## src/design/pvc_pkg.sv

```systemverilog
// package: register map, field positions, reset values and carrier types for the vendor config bank
// Functional notes
// - config bit 5 connects the A-device idle VBUS load; resets to 1.
// - config bit 4 flags external VBUS series resistor; shifts comparator thresholds; resets 1.
// - config bit 3 picks open-source high or open-drain low switch drive; resets 0.
// - config bit 2 selects push-pull switch drive and overrides bit 3; resets 0.
// - config bits 1 and 0 read debounced D+ and D- comparators; read-only, reset 0.
// - comparators enable automatically in four D+ source or pull-up cases.
// - event bit 6 enables resume watchdog, started on resume K; resets to 1.
// - event bit 5 makes every ID-float transition send a receive command.
// - event bit 4 makes accessory resistor changes send receive command with alt_int.
// - event bit 4 forces the ID pull-up on regardless of its own control bit.
// - event bit 3 raises a notification when the session watchdog expires.
// - event bits 2 and 1 enable VBUS monitor rising and falling notifications.
// - event bit 0 reports each debounced battery comparator transition by receive command.
// - accessory bit 7 with RID_B reports session and VBUS valid as 0, disables SRP resistors.
// - accessory bit 6 with RID_A reports ID as ground and deasserts the switch output.
// - accessory bit 6 clear leaves receive command and switch output untouched by RID_A.
// - accessory bit 5 enables the frame clock output at microframe rate; resets 0.
// - clear alias: writing 1 clears base bit, 0 does nothing, reads return base.
package pvc_pkg;
  localparam logic [7:0] ADDR_CFG = 8'h88;
  localparam logic [7:0] ADDR_CFG_SET = 8'h89;
  localparam logic [7:0] ADDR_CFG_CLR = 8'h8A;
  localparam logic [7:0] ADDR_EVT = 8'h8B;
  localparam logic [7:0] ADDR_EVT_SET = 8'h8C;
  localparam logic [7:0] ADDR_EVT_CLR = 8'h8D;
  localparam logic [7:0] ADDR_ACC = 8'h8E;
  localparam logic [7:0] ADDR_ACC_SET = 8'h8F;
  localparam logic [7:0] ADDR_ACC_CLR = 8'h90;

  localparam int CFG_ACA_DET = 6;
  localparam int CFG_A_LOAD = 5;
  localparam int CFG_SERIES = 4;
  localparam int CFG_POL = 3;
  localparam int CFG_PP = 2;
  localparam int CFG_DP = 1;
  localparam int CFG_DM = 0;
  localparam int EVT_RESUME = 6;
  localparam int EVT_IDFLT = 5;
  localparam int EVT_ACA = 4;
  localparam int EVT_SESS = 3;
  localparam int EVT_VRISE = 2;
  localparam int EVT_VFALL = 1;
  localparam int EVT_BATT = 0;
  localparam int ACC_B = 7;
  localparam int ACC_A = 6;
  localparam int ACC_SOF = 5;

  // writable masks keep reserved and read-only bits out of the stores
  localparam logic [7:0] CFG_WMASK = 8'h7C;
  localparam logic [7:0] EVT_WMASK = 8'h7F;
  localparam logic [7:0] ACC_WMASK = 8'hE0;
  localparam logic [7:0] CFG_RESET = 8'h70;
  localparam logic [7:0] EVT_RESET = 8'h40;
  localparam logic [7:0] ACC_RESET = 8'h00;

  // frame clock time base: microframe rate against the core clock
  localparam int CLK_HZ = 20000000;
  localparam int FRAME_HZ = 8000;
  localparam int FRAME_HALF = CLK_HZ / FRAME_HZ / 2;

  localparam logic [1:0] ACA_NONE = 2'h0;
  localparam logic [1:0] ACA_A = 2'h1;
  localparam logic [1:0] ACA_B = 2'h2;
  localparam logic [1:0] ACA_C = 2'h3;

  // receive command request towards the link framer
  typedef struct packed {
    logic idFloat;
    logic aca;
    logic sessWdog;
    logic vbusRise;
    logic vbusFall;
    logic battery;
  } pvc_event_t;

  // analogue-side levels sampled every clock, the D+ and D- comparators only in the automatic enable cases
  typedef struct packed {
    logic dplusComp;
    logic dminusComp;
    logic detFsmSrcOn;
    logic manualCtrl;
    logic dplusVoltSrc;
    logic dplusCurrSrc;
    logic dplusWeakPullup;
    logic idFloat;
    logic [1:0] acaStatus;
    logic sessWdogExpired;
    logic vbusMonitor;
    logic batteryLevel;
    logic resumeK;
    logic vbusValid;
    logic sessValid;
    logic idGround;
    logic idPullupCtrl;
    logic powerSwitchReq;
    logic srpPullupReq;
    logic srpPulldownReq;
  } pvc_analog_t;
endpackage

```

## src/design/pvc_frame_clock.sv

```systemverilog
// frame clock generator: toggles the start-of-frame output every half microframe (HALF_PERIOD cycles), one period per microframe, while enabled
`timescale 1ns/1ps
module pvc_frame_clock
  import pvc_pkg::*;
#(
  parameter int HALF_PERIOD = 1250
) (
  input wire logic clk,
  input wire logic rstn,
  input wire logic enable,
  output logic frameClock
);
  logic [15:0] count;

  always_ff @(posedge clk or negedge rstn) begin
    if (!rstn) begin
      count <= 16'h0000;
      frameClock <= 1'b0;
    end else if (!enable) begin
      // held low so the pin is quiet when the feature is off
      count <= 16'h0000;
      frameClock <= 1'b0;
    end else if (count == 16'(HALF_PERIOD - 1)) begin
      count <= 16'h0000;
      frameClock <= ~frameClock;
    end else begin
      count <= count + 16'h0001;
    end
  end
endmodule

```

## src/design/pvc_vendor_regs.sv

```systemverilog
// vendor configuration and event enable register bank with set and clear aliases
`timescale 1ns/1ps
module pvc_vendor_regs
  import pvc_pkg::*;
(
  input wire logic clk,
  input wire logic rstn,
  input wire logic regWrite,
  input wire logic regRead,
  input wire logic [7:0] regAddr,
  input wire logic [7:0] regWdata,
  output logic [7:0] regRdata,
  output logic regHit,
  input wire pvc_analog_t analogIn,
  output pvc_event_t eventReq,
  output logic altInt,
  output logic resumeWdogStart,
  output logic aIdleVbusLoadEn,
  output logic vbusSeriesResPresent,
  output logic serxCompEn,
  output logic powerSwitchOut,
  output logic powerSwitchOe,
  output logic idPullupEn,
  output logic srpPullup,
  output logic srpPulldown,
  output logic rxVbusValid,
  output logic rxSessValid,
  output logic rxIdGround,
  output logic frameClock
);
  logic [7:0] cfgStore;
  logic [7:0] evtStore;
  logic [7:0] accStore;
  logic [7:0] next_cfg;
  logic [7:0] next_evt;
  logic [7:0] next_acc;
  logic dplusSample;
  logic dminusSample;
  logic idFloatPrev;
  logic [1:0] acaPrev;
  logic sessPrev;
  logic vbusPrev;
  logic battPrev;
  logic resumePrev;
  logic compAuto;
  logic bBlock;
  logic aForce;
  logic swAsserted;
  // change detectors, gated until the history is valid
  logic primed;
  logic idFloatEdge;
  logic acaChange;
  logic sessRise;
  logic vbusRiseEdge;
  logic vbusFallEdge;
  logic battEdge;
  logic resumeRise;

  // writes: base stores, set alias ORs, clear alias ANDs out; read-only bits never stored
  function automatic logic [7:0] apply_write(input logic [7:0] cur, input logic [7:0] mask,
                                             input logic [7:0] base, input logic [7:0] setA,
                                             input logic [7:0] clrA, input logic [7:0] addr,
                                             input logic [7:0] data, input logic hasClr);
    logic [7:0] res;
    res = cur;
    if (addr == base) begin
      res = data & mask;
    end else if (addr == setA) begin
      res = cur | (data & mask);
    end else if (hasClr && addr == clrA) begin
      res = cur & ~(data & mask);
    end
    return res;
  endfunction

  always_comb begin
    next_cfg = cfgStore;
    next_evt = evtStore;
    next_acc = accStore;
    if (regWrite) begin
      next_cfg = apply_write(cfgStore, CFG_WMASK, ADDR_CFG, ADDR_CFG_SET, ADDR_CFG_CLR,
                             regAddr, regWdata, 1'b1);
      next_evt = apply_write(evtStore, EVT_WMASK, ADDR_EVT, ADDR_EVT_SET, ADDR_EVT_CLR,
                             regAddr, regWdata, 1'b1);
      next_acc = apply_write(accStore, ACC_WMASK, ADDR_ACC, ADDR_ACC_SET, ADDR_ACC_CLR,
                             regAddr, regWdata, 1'b1);
    end
  end

  always_ff @(posedge clk or negedge rstn) begin
    if (!rstn) begin
      cfgStore <= CFG_RESET;
    end else begin
      cfgStore <= next_cfg;
    end
  end

  // one store per register; the aliases only steer which one updates
  always_ff @(posedge clk or negedge rstn) begin
    if (!rstn) begin
      evtStore <= EVT_RESET;
    end else begin
      evtStore <= next_evt;
    end
  end

  always_ff @(posedge clk or negedge rstn) begin
    if (!rstn) begin
      accStore <= ACC_RESET;
    end else begin
      accStore <= next_acc;
    end
  end

  // comparator capture only while one of the automatic enable cases holds
  assign compAuto = analogIn.detFsmSrcOn || (analogIn.manualCtrl && analogIn.dplusVoltSrc) ||
                    (analogIn.manualCtrl && analogIn.dplusCurrSrc) || analogIn.dplusWeakPullup;

  always_ff @(posedge clk or negedge rstn) begin
    if (!rstn) begin
      dplusSample <= 1'b0;
      dminusSample <= 1'b0;
    end else if (compAuto) begin
      // outside the auto cases the last value holds; the link must not trust it then
      dplusSample <= analogIn.dplusComp;
      dminusSample <= analogIn.dminusComp;
    end
  end

  always_ff @(posedge clk or negedge rstn) begin
    if (!rstn) begin
      serxCompEn <= 1'b0;
    end else begin
      serxCompEn <= compAuto;
    end
  end

  // readback mixes stored fields with live status; alias addresses return the base register
  always_ff @(posedge clk or negedge rstn) begin
    if (!rstn) begin
      regRdata <= 8'h00;
      regHit <= 1'b0;
    end else begin
      regHit <= 1'b0;
      if (regRead) begin
        regHit <= 1'b1;
        unique case (regAddr)
          ADDR_CFG, ADDR_CFG_SET, ADDR_CFG_CLR: begin
            regRdata <= {cfgStore[7:2], dplusSample, dminusSample};
          end
          ADDR_EVT, ADDR_EVT_SET, ADDR_EVT_CLR: begin
            regRdata <= evtStore;
          end
          ADDR_ACC, ADDR_ACC_SET, ADDR_ACC_CLR: begin
            regRdata <= accStore;
          end
          default: begin
            regRdata <= 8'h00;
            regHit <= 1'b0;
          end
        endcase
      end
    end
  end

  // transition detection on the debounced levels
  always_ff @(posedge clk or negedge rstn) begin
    if (!rstn) begin
      idFloatPrev <= 1'b0;
      acaPrev <= ACA_NONE;
      sessPrev <= 1'b0;
      vbusPrev <= 1'b0;
      battPrev <= 1'b0;
      resumePrev <= 1'b0;
    end else begin
      idFloatPrev <= analogIn.idFloat;
      acaPrev <= analogIn.acaStatus;
      sessPrev <= analogIn.sessWdogExpired;
      vbusPrev <= analogIn.vbusMonitor;
      battPrev <= analogIn.batteryLevel;
      resumePrev <= analogIn.resumeK;
    end
  end

  // the detectors start from zero after reset; a pin that idles high would look like an edge,
  // so nothing is reported until one full cycle of history exists
  always_ff @(posedge clk or negedge rstn) begin
    if (!rstn) begin
      primed <= 1'b0;
    end else begin
      primed <= 1'b1;
    end
  end

  assign idFloatEdge = primed && (analogIn.idFloat != idFloatPrev);
  assign acaChange = primed && (analogIn.acaStatus != acaPrev);
  assign sessRise = primed && analogIn.sessWdogExpired && !sessPrev;
  assign vbusRiseEdge = primed && analogIn.vbusMonitor && !vbusPrev;
  assign vbusFallEdge = primed && !analogIn.vbusMonitor && vbusPrev;
  assign battEdge = primed && (analogIn.batteryLevel != battPrev);
  assign resumeRise = primed && analogIn.resumeK && !resumePrev;

  always_ff @(posedge clk or negedge rstn) begin
    if (!rstn) begin
      eventReq <= '0;
    end else begin
      eventReq.idFloat <= evtStore[EVT_IDFLT] && idFloatEdge;
      eventReq.aca <= evtStore[EVT_ACA] && acaChange;
      eventReq.sessWdog <= evtStore[EVT_SESS] && sessRise;
      eventReq.vbusRise <= evtStore[EVT_VRISE] && vbusRiseEdge;
      eventReq.vbusFall <= evtStore[EVT_VFALL] && vbusFallEdge;
      eventReq.battery <= evtStore[EVT_BATT] && battEdge;
    end
  end

  // alt_int rides on the same receive command as the accessory change
  always_ff @(posedge clk or negedge rstn) begin
    if (!rstn) begin
      altInt <= 1'b0;
    end else begin
      altInt <= evtStore[EVT_ACA] && acaChange;
    end
  end

  always_ff @(posedge clk or negedge rstn) begin
    if (!rstn) begin
      resumeWdogStart <= 1'b0;
    end else begin
      resumeWdogStart <= evtStore[EVT_RESUME] && resumeRise;
    end
  end

  // accessory overrides on reported levels and the switch
  assign bBlock = accStore[ACC_B] && (analogIn.acaStatus == ACA_B);
  assign aForce = accStore[ACC_A] && (analogIn.acaStatus == ACA_A);
  assign swAsserted = analogIn.powerSwitchReq && !aForce;

  always_ff @(posedge clk or negedge rstn) begin
    if (!rstn) begin
      rxVbusValid <= 1'b0;
      rxSessValid <= 1'b0;
    end else begin
      rxVbusValid <= analogIn.vbusValid && !bBlock;
      rxSessValid <= analogIn.sessValid && !bBlock;
    end
  end

  // the stored charge commands are untouched; only their effect on the resistors is masked
  always_ff @(posedge clk or negedge rstn) begin
    if (!rstn) begin
      srpPullup <= 1'b0;
      srpPulldown <= 1'b0;
    end else begin
      srpPullup <= analogIn.srpPullupReq && !bBlock;
      srpPulldown <= analogIn.srpPulldownReq && !bBlock;
    end
  end

  always_ff @(posedge clk or negedge rstn) begin
    if (!rstn) begin
      rxIdGround <= 1'b0;
      idPullupEn <= 1'b0;
    end else begin
      rxIdGround <= analogIn.idGround || aForce;
      idPullupEn <= analogIn.idPullupCtrl || evtStore[EVT_ACA];
    end
  end

  // analogue trims follow the stored bits; their reset values match the register reset
  always_ff @(posedge clk or negedge rstn) begin
    if (!rstn) begin
      aIdleVbusLoadEn <= 1'b1;
      vbusSeriesResPresent <= 1'b1;
    end else begin
      aIdleVbusLoadEn <= cfgStore[CFG_A_LOAD];
      vbusSeriesResPresent <= cfgStore[CFG_SERIES];
    end
  end

  // pad style: push-pull drives both levels, open-source drives high only, open-drain low only
  always_ff @(posedge clk or negedge rstn) begin
    if (!rstn) begin
      powerSwitchOut <= 1'b0;
      powerSwitchOe <= 1'b0;
    end else if (cfgStore[CFG_PP]) begin
      powerSwitchOut <= swAsserted;
      powerSwitchOe <= 1'b1;
    end else if (cfgStore[CFG_POL]) begin
      powerSwitchOut <= 1'b0;
      powerSwitchOe <= swAsserted;
    end else begin
      powerSwitchOut <= 1'b1;
      powerSwitchOe <= swAsserted;
    end
  end

  pvc_frame_clock #(
    .HALF_PERIOD(FRAME_HALF)
  ) u_frame_clock (
    .clk(clk),
    .rstn(rstn),
    .enable(accStore[ACC_SOF]),
    .frameClock(frameClock)
  );
endmodule

```

## config.mk

```make
export PLATFORM = sky130hd
export DESIGN_NAME = pvc_vendor_regs
export DESIGN_NICKNAME = d
export VERILOG_FILES = /design/src/design/pvc_pkg.sv /design/src/design/pvc_frame_clock.sv /design/src/design/pvc_vendor_regs.sv
export SDC_FILE = /design/constraint.sdc
export NUM_CORES = 1
export LEC_CHECK = 0
export BUFFER_PORTS_ARGS = -buffer_cell sky130_fd_sc_hd__buf_2
export CORE_MARGIN = 8
export CORE_UTILIZATION = 53
export DETAILED_ROUTE_END_ITERATION = 8
export PLACE_DENSITY = 0.83
export RECOVER_POWER = 100
export SLEW_MARGIN = 20
export SYNTH_ARGS = -nofsm -noshare
export SYNTH_HDL_FRONTEND = slang
export SYNTH_SLANG_ARGS = --single-unit
```

## constraint.sdc

```tcl
create_clock -name clk -period 2.5 [get_ports clk]
set_input_delay 0.5 -clock clk [delete_from_list [all_inputs] [get_ports clk]]
set_output_delay 0.5 -clock clk [all_outputs]
set_load 0.02 [all_outputs]
```

### Yosys cells after proc, flatten, opt, wreduce, memory -nomap -nowiden

Index checks and enable logic that the tools add are counted.

| word-level totals | value |
|---|---|
| logic and storage cells | 128 |
| register bits after elaboration | 78 |
| input port bits | 41 |
| output and inout bits | 29 |

| cells by class | value |
|---|---|
| reduce and logical (&&, ||, !) cells | 48 |
| bitwise logic cells | 10 |
| $add $sub $neg | 1 |
| eq/ne operators | 16 |
| multiplexer cells | 19 |

Operators with widths:

| kind | count |
|---|---|
| $eq A8 B8 Y1 const B | 9 |
| $mux W8 | 9 |
| $mux W16 | 2 |
| $logic_and A1 B1 Y1 | 27 |
| $and A8 B8 Y8 | 3 |
| $pmux W8 S3 | 1 |
| $add A16 B1 Y16 const B | 1 |
| $eq A16 B11 Y1 const B | 1 |
| $not A7 Y8 | 2 |
| $or A8 B7 Y8 | 2 |
| $reduce_bool A3 Y1 | 3 |
| $reduce_or A3 Y1 | 3 |
| $reduce_or A9 Y1 | 1 |
| $not A8 Y8 | 1 |
| $or A8 B8 Y8 | 1 |
| $mux W1 | 7 |
| $logic_not A1 Y1 | 6 |
| $reduce_and A2 Y1 | 3 |
| $logic_or A1 B1 Y1 | 5 |
| $eq A2 B1 Y1 const B | 1 |
| $eq A2 B2 Y1 const B | 1 |
| $ne A1 B1 Y1 | 2 |
| $ne A2 B1 Y1 const B | 1 |
| $ne A2 B2 Y1 | 1 |
| $not A1 Y1 | 1 |

### Depth between registers and ports, before layout

| depth | value |
|---|---|
| word-level depth | 5 |
| gate-level depth with buffers | 7 |
| depth with buffers taken out | 6 |

### Cells and area by module

From an unflattened synthesis, not the netlist that was laid out.

| second synthesis, totals | value |
|---|---|
| cell total of the unflattened synthesis | 288 |
| area total of the unflattened synthesis | 3198.1 um^2 |

By module, submodules not included:

| module | instances | seq. area each (um^2) | cells each | area each (um^2) |
|---|---|---|---|---|
| pvc_vendor_regs | 1 | 1308.8 | 202 | 2317.2 |
| pvc_frame_clock | 1 | 425.4 | 86 | 880.8 |

### Worst setup path after synthesis

OpenSTA, ideal clock, no wires.

| timing path | value |
|---|---|
| path kind | in2reg |
| start point | in regAddr[5] |
| end point | reg cfgStore[2] |
| library setup time | 121 ps |
| stages on the path | 6 |
| path buffers | 2 |
| required time | 2379 ps |
| arrival time | 1812 ps |
| slack | 567 ps |
| path through | or3b_1 clkbuf_1 a2111oi_2 buf_2 o211ai_1 a22o_1 |

| on the way | value |
|---|---|
| cells in the longest elaborated chain, start to end | 3 |
| elaborated cells between the ends (all ways) | 7 |
| those cells by class | eq/ne: 3; mux: 2; reduce/logical: 2 |

RTL lines:

| element | line | text |
|---|---|---|
| start, declared | pvc_vendor_regs.sv:10 | `input wire logic [7:0] regAddr,` |
| $eq A8 B8 Y1, on equally long branches | pvc_vendor_regs.sv:66, pvc_vendor_regs.sv:68, pvc_vendor_regs.sv:70 |  |
| $reduce_bool A3 Y1 (no source line) or $mux W8 (tied branches) | -- |  |
| $reduce_and A2 Y1 (no source line) or $mux W8 (tied branches) | -- |  |
| end signal, assigned | pvc_vendor_regs.sv:94 | `cfgStore <= next_cfg;` |
| end, declared | pvc_vendor_regs.sv:31 | `logic [7:0] cfgStore;` |

Several ways; a longest one is shown, not always the timed one.
A chain may end at the register's enable or synchronous reset.

### Final worst setup path

| timing path | value |
|---|---|
| start point | reg u_frame_clock.count[4] |
| end point | reg u_frame_clock.count[15] |

| on the way | value |
|---|---|
| cells in the longest elaborated chain, start to end | 3 |
| elaborated cells between the ends (all ways) | 4 |
| those cells by class | add/sub: 1; eq/ne: 1; mux: 2 |

RTL lines:

| element | line | text |
|---|---|---|
| start, declared | pvc_frame_clock.sv:13 | `logic [15:0] count;` |
| start signal, assigned | pvc_frame_clock.sv:27 | `count <= count + 16'h0001;` |
| $add A16 B1 Y16 or $eq A16 B11 Y1 (tied branches) | pvc_frame_clock.sv:27, pvc_frame_clock.sv:23 |  |
| $mux W16 (*) | pvc_frame_clock.sv:23 | `end else if (count == 16'(HALF_PERIOD - 1)) begin` |
| $mux W16 (*) | pvc_frame_clock.sv:19 | `end else if (!enable) begin` |

Mark *: on every way between the ends. The rest lies on a longest branch, timed or not.

==> metrics.yaml <==
drive_above_1_share_pct: 20.71
p_int_w: 0.001935
cp_common_cell: "or4_1"
vias_per_cell: 5.744
final_nets: 376
num_vias: 2355
setup_tns_ns: 0
clk_pin_slew_ns: 0.08
async_flop_share_pct: 100.0
die_area_um2: 8293
p_switching_w: 0.0007277
tightest_slew_ns: 1.399
cts_resized: 0
synth-seq-cells: 69
run_status: "complete, no violations"
final_cell_mix: "63 x dfrtp_1, 37 x clkbuf_1, 33 x buf_2"
path_cells: "or4_1, or4_1, nand2_2, nor2_1"
gp_congestion: 0.8862
num_io_pins: 70
area_delta_synth_final_pct: 19.69
finalSetupViolations: 0
fp.coreArea_um2: 5473
antenna_cells: 0
synth-seq-area-share_pct: 58.06
slowest_delay_ns: 0.59
grt_max_degree: 45
max_cap_viol_count: 0
clock_sinks: 69
detail-route-antenna-nets: 0
holdPathStages: 1
synthCells: 256
cp.arrival_ns: 2.33
start_util_pct: 54.57
synth-edff-count: 0
p_leak_nw: 1.531
cts_buffer_depth: 2
ys.flop_type: "dfrtp_1"
reg2regPathDepth: 4
die_w_um: 91.07
wl_per_cell_um: 16.60
whs_ns: 0.2673
ff_latch_area_um2: 1734
critical_path_class: "register to register"
grt_pass1_wl_mm: 11.59
final_common_cell: "dfrtp_1"
drc: 0
fp.dieH_um: 91.07
period_share_pct: 84.84
grtUsageTotal_pct: 17.31
slew-limit-headroom_pct: 6.712
nFillCells: 452
max_freq_mhz: 471.5
p_clk_share_pct: 37.1
cts_tree: "built"
dr.pass1.iters: 5
numCtsBuffers: 9
cts_setup_buffers: 0
switching_share_pct: 27.33
rsz0062_at_grt: "false"
slew_violations: 0
clockRootBuffer: "clkbuf_8"
min_period_ns: 2.121
path_buf_inv: 0
first_global_vias: 2396
multi_input_area_um2: 1136
critPathLaunchType: "register"
vdd_drop_max_v: 0.0003915
postSynthAreaPerCell_um2: 11.67
p_seq_share_pct: 49.8
num_rows: 27
grt_overflow: 0
crit_cells: 4
slowest_stage: "or4_1"
hold_path_class: "input port to register"
clk-insertion-delay-late_ns: 0.35
drt_iter0_drc: 146
clock_skew_ns: 0.007909
yosysUniqueCellTypes: 44
place_hpwl_mm: 5.013
wirelength_mm: 6.807
critical_path.top_delay_family: "simple AND/OR/NAND/NOR gates"
syn_area_um2: 2987
path_max_fanout: 16
yosysWarnings: 0
cp-end-kind: "register"
io_buffers: 69
mappedNetlistNets: 299
ctsHtreeMaxLevel: 3
postCtsHoldBufs: 0
powerDensity_nw_per_um2: 744.8
required_ns: 2.71
combPwrFrac_pct: 13.1
hold_viol_final: 0
antenna_found_initial: 0
sequential cells by signal, summed over array words and instances, names as in the netlist, 2 cells and up:
register and count:
acaPrev 2, regRdata 8, cfgStore 5, evtStore 7, accStore 3, eventReq 5
u_frame_clock.count 16
Yosys cell counts (3+ instances only):
library cell / count / area, µm²
dfstp_2: 6 / 157.7
and4b_1: 4 / 40.04
a32oi_1: 5 / 43.79
nand4_1: 5 / 31.28
xnor2_1: 15 / 131.4
and3_1: 5 / 31.28
o22ai_1: 8 / 50.05
o211ai_1: 5 / 37.54
nand2b_1: 4 / 25.02
nand3_1: 8 / 40.04
nor3_1: 7 / 35.03
nor2b_1: 3 / 18.77
nor4_1: 4 / 25.02
and2_1: 7 / 43.79
inv_1: 14 / 52.55
a22o_1: 12 / 105.1
nand3b_1: 3 / 22.52
nor2_2: 10 / 62.56
nand2_1: 8 / 30.03
clkbuf_1: 4 / 15.01
xor2_1: 4 / 35.03
nor2_1: 12 / 45.04
o21ai_0: 12 / 60.06
dfrtp_1: 63 / 1577
a221o_1: 3 / 30.03
final timing paths:
kind,slack [ns],endpoint,start
worst max register to register,0.38,u_frame_clock.count[15],u_frame_clock.count[4]
worst min-delay path,0.27,resumePrev,analogIn[7]
worst min register to register,0.41,aIdleVbusLoadEn,cfgStore[5]
worst max-delay path,0.38,u_frame_clock.count[15],u_frame_clock.count[4]
max in group asynchronous,1.11,aIdleVbusLoadEn,rstn
min in group asynchronous,0.47,evtStore[0],rstn
logic make-up (layout without fill, tap and decap cells):
group / Yosys count / count (layout) / synth area share [%]
AND/OR/NAND/NOR: 90 / 90 / 18.10
flip-flops: 69 / 69 / 58.06
AO/OA/AOI/OAI: 52 / 52 / 13.20
buffers and inverters: 21 / 103 / 3.351
XOR/XNOR: 19 / 19 / 5.572
adder cells (fa/ha/maj): 2 / 2 / 0.8377
multiplexers: 2 / 2 / 0.7540
other: 1 / 1 / 0.1256
through the flow:
stage / std cells / cell area, µm² / utilization (%) / setup WS, ns / power (W)
after floorplan: 256 / 2987 / - / 0.5674 / 0.001555
after global placement: 394 / 3417 / 62.44 / 0.3847 / 0.001685
after detailed placement: 394 / 3417 / 62.44 / 0.2993 / 0.001701
after CTS: 410 / 3640 / 66.51 / 0.5215 / 0.002690
after global routing: 410 / 3575 / 65.32 / 0.2828 / 0.002791
final: 410 / 3575 / 65.32 / 0.3789 / 0.002662
layout make-up:
class,count,share of cell area (%)
inverters,14,1.470
clock inverters,7,2.765
repair buffers,73,9.485
flip-flops and latches,69,48.51
clock buffers,9,3.465
well taps,72,2.520
multi-input cells,166,31.78
worst reg2reg max path, cell delays in order, from the launching register on:
cell and delay (ns):
dfrtp_1 0.43, or4_1 0.52, or4_1 0.59, nand2_2 0.35, nor2_1 0.10
power groups by stage:
stage,logic (W),clock network [W],registers [W]
after floorplan,0.000219,0,0.00134
final,0.000348,0.000989,0.00133
after CTS,0.000362,0.00101,0.00132
after global routing,0.000391,0.00106,0.00134
after global placement,0.000348,0,0.00134
after detailed placement,0.000359,0,0.00134
layer usage:
layer  track usage (%)  vias up  routed length [µm]
li1                  -     1086                   -
met5                 0        -                   0
met1             21.87     1136                2953
met4             10.37        0                 164
met3             4.609       13                 590
met2             26.12      120                3099
(Power assumes the default switching activity.)
